===== src/hw/fhc_pkg.sv =====
// constants and carrier types for the floppy host command port
// assumes one 10 MHz clock and a synchronous active-high reset
// How it works
// select low with read gives status byte; select high with read gives data byte
// host never strobes read and write together nor writes with select low
// main status byte is readable at any time and is read-only
// status bits 0 to 3 follow per-drive seek activity
// bit 4 is set while a read or write command is processed
// bit 5 is set only during a non-dma execution phase
// bit 6 is one when bytes flow toward the host
// bit 7 is set only when the data port can move a byte
// ready flag drops for a fixed delay after every data port access
// host checks status before each command byte and writes only when allowed
// host checks status before each result byte and reads only when allowed
// host need not poll status during execution
// non-dma read raises interrupt per byte; data read clears it
// non-dma write clears the interrupt on the host write strobe
// host may poll bit 7 instead of servicing interrupts
// sectors keep moving until terminal count; host drives it in non-dma mode
// dma mode gives no execution interrupts and requests each byte
// dma request drops when the grant goes low; grant comes with a strobe
// terminal count ends execution with an interrupt, cleared automatically
// all result bytes must be read before a new command is taken
// status bytes appear only in the result phase; count set by command
// host sends command bytes in order and skips no result byte
// execution starts after last command byte; idle after last result byte
// terminal count aborts a command in progress
// after reset idle with ready set and direction cleared
package fhc_pkg;
  localparam int unsigned CLK_HZ = 10000000;
  localparam int unsigned READY_GAP_NS = 12000;
  // ready gap rounded up to whole cycles
  localparam int unsigned READY_GAP_CYC = (READY_GAP_NS * (CLK_HZ / 1000000) + 999) / 1000;
  localparam logic [7:0] MSR_RESET = 8'h80;
  localparam int unsigned MSR_SEEK_LSB = 0;
  localparam int unsigned MSR_BUSY_BIT = 4;
  localparam int unsigned MSR_PIO_BIT = 5;
  localparam int unsigned MSR_DIR_BIT = 6;
  localparam int unsigned MSR_READY_BIT = 7;
  localparam logic [4:0] OPC_READ_DATA = 5'h06;
  localparam logic [4:0] OPC_WRITE_DATA = 5'h05;
  localparam logic [3:0] RW_CMD_LEN = 4'h9;
  localparam logic [3:0] RW_RES_LEN = 4'h7;
  localparam logic [3:0] OTHER_CMD_LEN = 4'h1;
  localparam logic [3:0] OTHER_RES_LEN = 4'h1;
  localparam logic [7:0] INVALID_RES = 8'h80;
  typedef enum logic [1:0] {
    FHC_CMD = 2'b00,
    FHC_EXEC = 2'b01,
    FHC_RES = 2'b10
  } fhc_phase_e;
  // one host bus access as seen by the port
  typedef struct packed {
    logic sel;
    logic rd_n;
    logic wr_n;
    logic [7:0] data;
  } fhc_bus_s;
endpackage : fhc_pkg


===== src/hw/fhc_port.sv =====
// processor-side command port of a floppy controller
// assumes host strobes synchronous to CLK_IN and held one or more cycles
// the disk side hands bytes over on DISK_* with a one-cycle strobe
module fhc_port
  import fhc_pkg::*;
(
  input wire logic CLK_IN,
  input wire logic RST_IN,
  input wire logic SEL_IN,
  input wire logic RD_N_IN,
  input wire logic WR_N_IN,
  input wire logic [7:0] DATA_IN,
  input wire logic DMA_GRANT_N_IN,
  input wire logic TERMINAL_COUNT_IN,
  input wire logic NON_DMA_IN,
  input wire logic [3:0] SEEK_ACTIVE_IN,
  input wire logic DISK_BYTE_VALID_IN,
  input wire logic [7:0] DISK_BYTE_IN,
  input wire logic [7:0] STATUS_BYTE_IN,
  output logic [7:0] DATA_OUT,
  output logic DATA_OE_OUT,
  output logic INT_OUT,
  output logic DMA_REQUEST_OUT,
  output logic DISK_BYTE_TAKEN_OUT,
  output logic [7:0] DISK_WRITE_BYTE_OUT,
  output logic EXEC_ACTIVE_OUT,
  output logic EXEC_WRITE_OUT
);
  fhc_bus_s bus;
  fhc_bus_s bus_q;
  fhc_phase_e phase_q;
  logic [3:0] count_q;
  logic [3:0] len_q;
  logic is_write_q;
  logic rw_cmd_q;
  logic ready_q;
  logic [7:0] gap_q;
  logic pend_q;
  logic [7:0] byte_q;
  logic [7:0] msr;
  logic rd_edge;
  logic wr_edge;
  logic data_rd;
  logic data_wr;
  logic tc_exec;

  assign bus = '{sel: SEL_IN, rd_n: RD_N_IN, wr_n: WR_N_IN, data: DATA_IN};

  // strobe edges; illegal strobe pairs are not decoded
  assign rd_edge = !bus.rd_n && bus_q.rd_n && bus.wr_n;
  assign wr_edge = !bus.wr_n && bus_q.wr_n && bus.rd_n && bus.sel;
  assign data_rd = rd_edge && bus.sel;
  assign data_wr = wr_edge;
  assign tc_exec = TERMINAL_COUNT_IN && phase_q == FHC_EXEC;

  // main status byte assembled from live state
  always_comb begin
    msr = 8'h00;
    msr[MSR_SEEK_LSB +: 4] = SEEK_ACTIVE_IN;
    msr[MSR_BUSY_BIT] = rw_cmd_q && phase_q != FHC_CMD;
    msr[MSR_PIO_BIT] = phase_q == FHC_EXEC && NON_DMA_IN;
    msr[MSR_DIR_BIT] = phase_q == FHC_RES || (phase_q == FHC_EXEC && !is_write_q);
    msr[MSR_READY_BIT] = ready_q;
  end

  // previous strobe levels for edge detection
  always_ff @(posedge CLK_IN) begin
    if (RST_IN) begin
      bus_q <= '{sel: 1'b0, rd_n: 1'b1, wr_n: 1'b1, data: 8'h00};
    end else begin
      bus_q <= bus;
    end
  end

  // command, execution and result phase sequencing
  always_ff @(posedge CLK_IN) begin
    if (RST_IN) begin
      phase_q <= FHC_CMD;
      count_q <= 4'h0;
      len_q <= OTHER_CMD_LEN;
      is_write_q <= 1'b0;
      rw_cmd_q <= 1'b0;
    end else begin
      case (phase_q)
        FHC_CMD: begin
          if (data_wr && ready_q && !msr[MSR_DIR_BIT]) begin
            if (count_q == 4'h0) begin
              // opcode byte picks lengths and direction
              rw_cmd_q <= bus.data[4:0] == OPC_READ_DATA || bus.data[4:0] == OPC_WRITE_DATA;
              is_write_q <= bus.data[4:0] == OPC_WRITE_DATA;
              if (bus.data[4:0] == OPC_READ_DATA || bus.data[4:0] == OPC_WRITE_DATA) begin
                len_q <= RW_CMD_LEN;
                count_q <= 4'h1;
              end else begin
                len_q <= OTHER_RES_LEN;
                count_q <= 4'h0;
                phase_q <= FHC_RES;
              end
            end else if (count_q == len_q - 4'h1) begin
              count_q <= 4'h0;
              phase_q <= FHC_EXEC;
            end else begin
              count_q <= count_q + 4'h1;
            end
          end
        end
        FHC_EXEC: begin
          if (tc_exec) begin
            len_q <= RW_RES_LEN;
            count_q <= 4'h0;
            phase_q <= FHC_RES;
          end
        end
        FHC_RES: begin
          if (data_rd && ready_q) begin
            if (count_q == len_q - 4'h1) begin
              count_q <= 4'h0;
              rw_cmd_q <= 1'b0;
              is_write_q <= 1'b0;
              phase_q <= FHC_CMD;
            end else begin
              count_q <= count_q + 4'h1;
            end
          end
        end
        default: begin
          phase_q <= FHC_CMD;
        end
      endcase
    end
  end

  // ready flag with post-access gap and execution byte pacing
  always_ff @(posedge CLK_IN) begin
    if (RST_IN) begin
      ready_q <= 1'b1;
      gap_q <= 8'h00;
    end else if (data_rd || data_wr) begin
      ready_q <= 1'b0;
      gap_q <= 8'(READY_GAP_CYC);
    end else if (gap_q != 8'h00) begin
      gap_q <= gap_q - 8'h01;
      ready_q <= 1'b0;
    end else if (phase_q == FHC_EXEC) begin
      ready_q <= NON_DMA_IN && (is_write_q ? !pend_q : pend_q);
    end else begin
      ready_q <= 1'b1;
    end
  end

  // execution byte holder between disk side and host
  always_ff @(posedge CLK_IN) begin
    if (RST_IN) begin
      pend_q <= 1'b0;
      byte_q <= 8'h00;
    end else if (phase_q != FHC_EXEC || tc_exec) begin
      pend_q <= 1'b0;
    end else if (!is_write_q) begin
      if (DISK_BYTE_VALID_IN) begin
        pend_q <= 1'b1; // set wins over host read
        byte_q <= DISK_BYTE_IN;
      end else if (data_rd) begin
        pend_q <= 1'b0;
      end
    end else begin
      if (data_wr) begin
        pend_q <= 1'b1;
        byte_q <= bus.data;
      end else if (DISK_BYTE_VALID_IN) begin
        pend_q <= 1'b0;
      end
    end
  end

  // interrupt: per byte in non-dma execution, one pulse at terminal count
  always_ff @(posedge CLK_IN) begin
    if (RST_IN) begin
      INT_OUT <= 1'b0;
    end else if (tc_exec) begin
      INT_OUT <= 1'b1;
    end else if (phase_q == FHC_EXEC && NON_DMA_IN) begin
      if (!is_write_q) begin
        INT_OUT <= DISK_BYTE_VALID_IN || (INT_OUT && !data_rd);
      end else begin
        INT_OUT <= DISK_BYTE_VALID_IN || (INT_OUT && !data_wr);
      end
    end else begin
      INT_OUT <= 1'b0;
    end
  end

  // dma request per byte, dropped on grant
  always_ff @(posedge CLK_IN) begin
    if (RST_IN) begin
      DMA_REQUEST_OUT <= 1'b0;
    end else if (phase_q != FHC_EXEC || NON_DMA_IN || tc_exec) begin
      DMA_REQUEST_OUT <= 1'b0;
    end else if (!DMA_GRANT_N_IN) begin
      DMA_REQUEST_OUT <= 1'b0;
    end else if (DISK_BYTE_VALID_IN) begin
      DMA_REQUEST_OUT <= 1'b1;
    end
  end

  // read data path: status or data port
  always_ff @(posedge CLK_IN) begin
    if (RST_IN) begin
      DATA_OUT <= 8'h00;
      DATA_OE_OUT <= 1'b0;
    end else begin
      DATA_OE_OUT <= !bus.rd_n && bus.wr_n;
      if (!bus.sel) begin
        DATA_OUT <= msr;
      end else if (phase_q == FHC_RES) begin
        DATA_OUT <= rw_cmd_q ? STATUS_BYTE_IN : INVALID_RES;
      end else begin
        DATA_OUT <= byte_q;
      end
    end
  end

  // disk-side handoff signals
  always_ff @(posedge CLK_IN) begin
    if (RST_IN) begin
      DISK_BYTE_TAKEN_OUT <= 1'b0;
      DISK_WRITE_BYTE_OUT <= 8'h00;
      EXEC_ACTIVE_OUT <= 1'b0;
      EXEC_WRITE_OUT <= 1'b0;
    end else begin
      DISK_BYTE_TAKEN_OUT <= phase_q == FHC_EXEC && (data_rd || data_wr);
      DISK_WRITE_BYTE_OUT <= byte_q;
      EXEC_ACTIVE_OUT <= phase_q == FHC_EXEC && !tc_exec;
      EXEC_WRITE_OUT <= is_write_q;
    end
  end
endmodule : fhc_port


===== config.mk =====
export PLATFORM = sky130hd
export DESIGN_NAME = fhc_port
export DESIGN_NICKNAME = d
export VERILOG_FILES = /design/src/hw/fhc_pkg.sv /design/src/hw/fhc_port.sv
export SDC_FILE = /design/constraint.sdc
export NUM_CORES = 1
export LEC_CHECK = 0
export BUFFER_PORTS_ARGS = -buffer_cell sky130_fd_sc_hd__buf_2
export CORE_MARGIN = 4
export CORE_UTILIZATION = 30
export DETAILED_ROUTE_END_ITERATION = 6
export PLACE_DENSITY = 0.59
export SYNTH_ARGS = -nofsm -noshare
export SYNTH_HDL_FRONTEND = slang
export SYNTH_SLANG_ARGS = --single-unit

===== constraint.sdc =====
create_clock -name CLK_IN -period 2 [get_ports CLK_IN]
set_input_delay 0.2 -clock CLK_IN [delete_from_list [all_inputs] [get_ports CLK_IN]]
set_output_delay 0.2 -clock CLK_IN [all_outputs]
set_load 0.02 [all_outputs]

==> results.md <==
* Area contributors post-synth: dfxtp_1 42%, nor2_1 5.2%, mux2i_1 4.5%
* Buf/Inv on CP at 1
* Yosys cell types at 57
* DR vias at 2,145
* Core ar. at 7848 sq um
* Crit end category: flip-flop
* Worst Skew at 10.16 ps
* Commonest cells after routing, fill and taps aside: 58 x buf_2, 49 x dfxtp_1, 33 x nor2_1
* Total Wirelength at 6033 microns
* Worst hold-check path type: primary input to flip-flop
* Ys flop type: dfxtp_1
* Core Util, Final at 39.54%
* Min-Delay Endpoint: DMA_REQUEST_OUT
* Max_cap viols at 0
* Final setup fails at 0
* RSZ-0062 raised after global routing: true
* # DRC at 0
* Worst-Margin Slew at 466.7 ps
* Vias in the first global route at 2,104
* Post-layout net count at 378
* Critical path arrival at 2230 ps
* Fillcell total at 822
* Final std cells w/o fill at 436
* Antenna cells at 0
* Worst path max stage delay at 560 ps
* CP Launch Type: flip-flop
* CP max-delay cell: or4b_4
* CTS Sinks at 52
* Initial DRC count at 76
* Most common cell after layout, fill and taps aside: buf_2
* Avg Cell Area, Syn at 9.229 sq um
* Inst Count DP at 426
* Final RePlAce weighted congestion at 0.8438
* Register area share after synthesis at 42.41%
* RR Endpoint: is_write_q
* CTS HTree Levels at 2
* Hold Startpoint: NON_DMA_IN
* Post-synth EDFFs at 0
* Mapped Cells at 266
* Status: finished clean
* Yosys warns at 0
* R2r worst-path depth at 7
* Initial Util at 31.28%
* Count of pins over their slew limit at 0
* CP cell instances: buf_4 -> ha_2 -> nor2b_4 -> or4b_4 -> a2bb2oi_4 -> mux2_4 -> nor2_2
* Gr usage total at 12.43%
* RR Startpoint: phase_q[0]
* IO Pins at 59
* Detailed Place HPWL at 4442 microns
* Leading area contributor after synthesis: dfxtp_1
* Root Driver: clkbuf_8
* Asr flop ratio synth at 0%
* Total CTS buffers at 5
* Leak Pwr at 1.241 nW
* IR drop worst, VDD at 0.3029 mV
* CTS tree: done
* Die Wd at 98.46 microns
* CP top delay family: simple AND/OR/NAND/NOR gates
* Worst R2R Setup Slack at 30 ps
* ANT nets after route at 0
* Pwr/cell area at 873.9 nW/um^2
* Fmax at 506.7 MHz
* Share of post-route cells with drive strength above 1 at 34.13%
* Final hold slack at 112.8 ps
* Netlist Area Pre-Place at 2455 sq um
* Critical path type: flip-flop to flip-flop
* Pre-antenna DRT Iters at 4
* DIE HEIGHT at 98.46 microns
* Clock Path Buffers at 2
* Gr ovfl total at 0
* Period utilization at 98.68%
* Final Hold Fails at 0
* First-pass GRT wire length at 9908 microns
* Max_slew headroom at 68.89%
* Worst skew pair latency at 310 ps
* Hold Buf Count CTS at 0
* Post-synth net total at 310
* Post-synth top area share at 42.41%
* Area delta synth->final at 26.40%
* Crit path from: phase_q[0]
* Site Rows at 32
* Initial antenna violation count at 0
* Minimum clock period at 1974 ps
* Die area at 9694 sq um
* Post-DP Area at 2894 sq um
* Wirelength per Cell at 13.84 microns
* Fin area at 3103 sq um
* Maximum fanout along the worst path at 3
* Seq cells post-synth at 52
* Worst path required time at 2250 ps
* Setup TNS at 0 ps
* Vias per inst at 4.920
* Largest net degree at the start of global routing at 25
* Hold depth at 2
* Clock slew at reported path FFs at 100 ps
* I/O Buffers at 58
-- what timing repair did --
item / in CTS / in global routing
gates resized for setup: 3 / 19
hold endpoints to repair: 0 / 0
buffers inserted: 0 / 3
setup endpoints to repair: 4 / 10
pin swaps: 0 / 5
gates cloned: 0 / 0
-- how the worst max path moves through the flow --
stage,to,slack (ps),cells after the start
2_1_floorplan,is_write_q,5,8
3_3_place_gp,len_q[3],40,7
3_5_place_dp,len_q[3],-40,7
4_1_cts,is_write_q,20,7
5_1_grt,rw_cmd_q,-30,6
6_report,is_write_q,30,7
-- registers in the layout (all words and copies together), names as in the netlist, 2 cells and up --
signal               flops
DATA_OUT                 8
DISK_WRITE_BYTE_OUT      8
bus_q                    2
byte_q                   8
count_q                  4
gap_q                    8
len_q                    2
phase_q                  2
-- worst register-to-register path, stage by stage (launching register included) --
cell       delay, ps
dfxtp_2          340
buf_4            130
ha_2             180
nor2b_4          130
or4b_4           560
a2bb2oi_4        180
mux2_4           310
nor2_2            70
-- synth_stat cells, types with 3 or more instances --
| cell | count |
|---|---|
| nand4b_1 | 3 |
| a211oi_1 | 14 |
| dfxtp_1 | 52 |
| a21oi_1 | 14 |
| nor3_1 | 5 |
| o21ai_0 | 8 |
| nand3b_1 | 3 |
| xnor2_1 | 5 |
| or2_2 | 3 |
| a22oi_1 | 5 |
| inv_1 | 10 |
| nand2_1 | 14 |
| ha_1 | 7 |
| xor2_1 | 3 |
| clkbuf_1 | 7 |
| nand3_1 | 6 |
| or3_1 | 4 |
| nor2_1 | 34 |
| nor2b_1 | 9 |
| mux2i_1 | 11 |
| nand2b_1 | 6 |
-- final cells by class --
type	instances	area (sq um)	share of cell area, %
timing repair buffer	73	402.9	12.98
clock buffer	6	82.58	2.661
tap	102	127.6	4.113
clock inverter	1	8.758	0.2823
inverter	11	41.29	1.331
multi-input combinational	191	1395	44.96
sequential	52	1045	33.67
-- power by group --
part | internal [mW] | switching, mW | leakage (nW) | total [mW]
Combinational | 0.412 | 0.462 | 0.769 | 0.875
Clock | 0.277 | 0.342 | 0.0473 | 0.618
Sequential | 1.14 | 0.0765 | 0.425 | 1.22
Total | 1.83 | 0.880 | 1.24 | 2.71
-- metrics by stage --
stage	total power, mW	setup slack, ps
floorplan	1.842	4.645
global placement	2.051	39.33
detailed placement	2.070	-40.61
CTS	2.695	20.37
global route	2.889	-34.21
finish	2.712	26.44
-- cells by family (layout without fill, tap and decap cells) --
logic type / Yosys count / in the layout / synth area share [%]
AOI/OAI and AO/OA: 59 / 59 / 17.74
xor gates and xnor gates: 8 / 8 / 2.854
buffers and inverters: 23 / 91 / 4.740
muxes: 12 / 12 / 4.944
and+or+nand+nor: 105 / 105 / 23.75
adders and majority gates: 7 / 7 / 3.568
DFF: 52 / 52 / 42.41
-- per-layer routing --
metal,up-vias,wire [microns],track usage [%]
met4,0,99,4.517
met3,11,185,2.406
met5,-,0,0
met1,1031,2803,16.35
li1,1076,-,-
met2,27,2944,20.28
No activity file was read; power rests on OpenSTA's default activity.
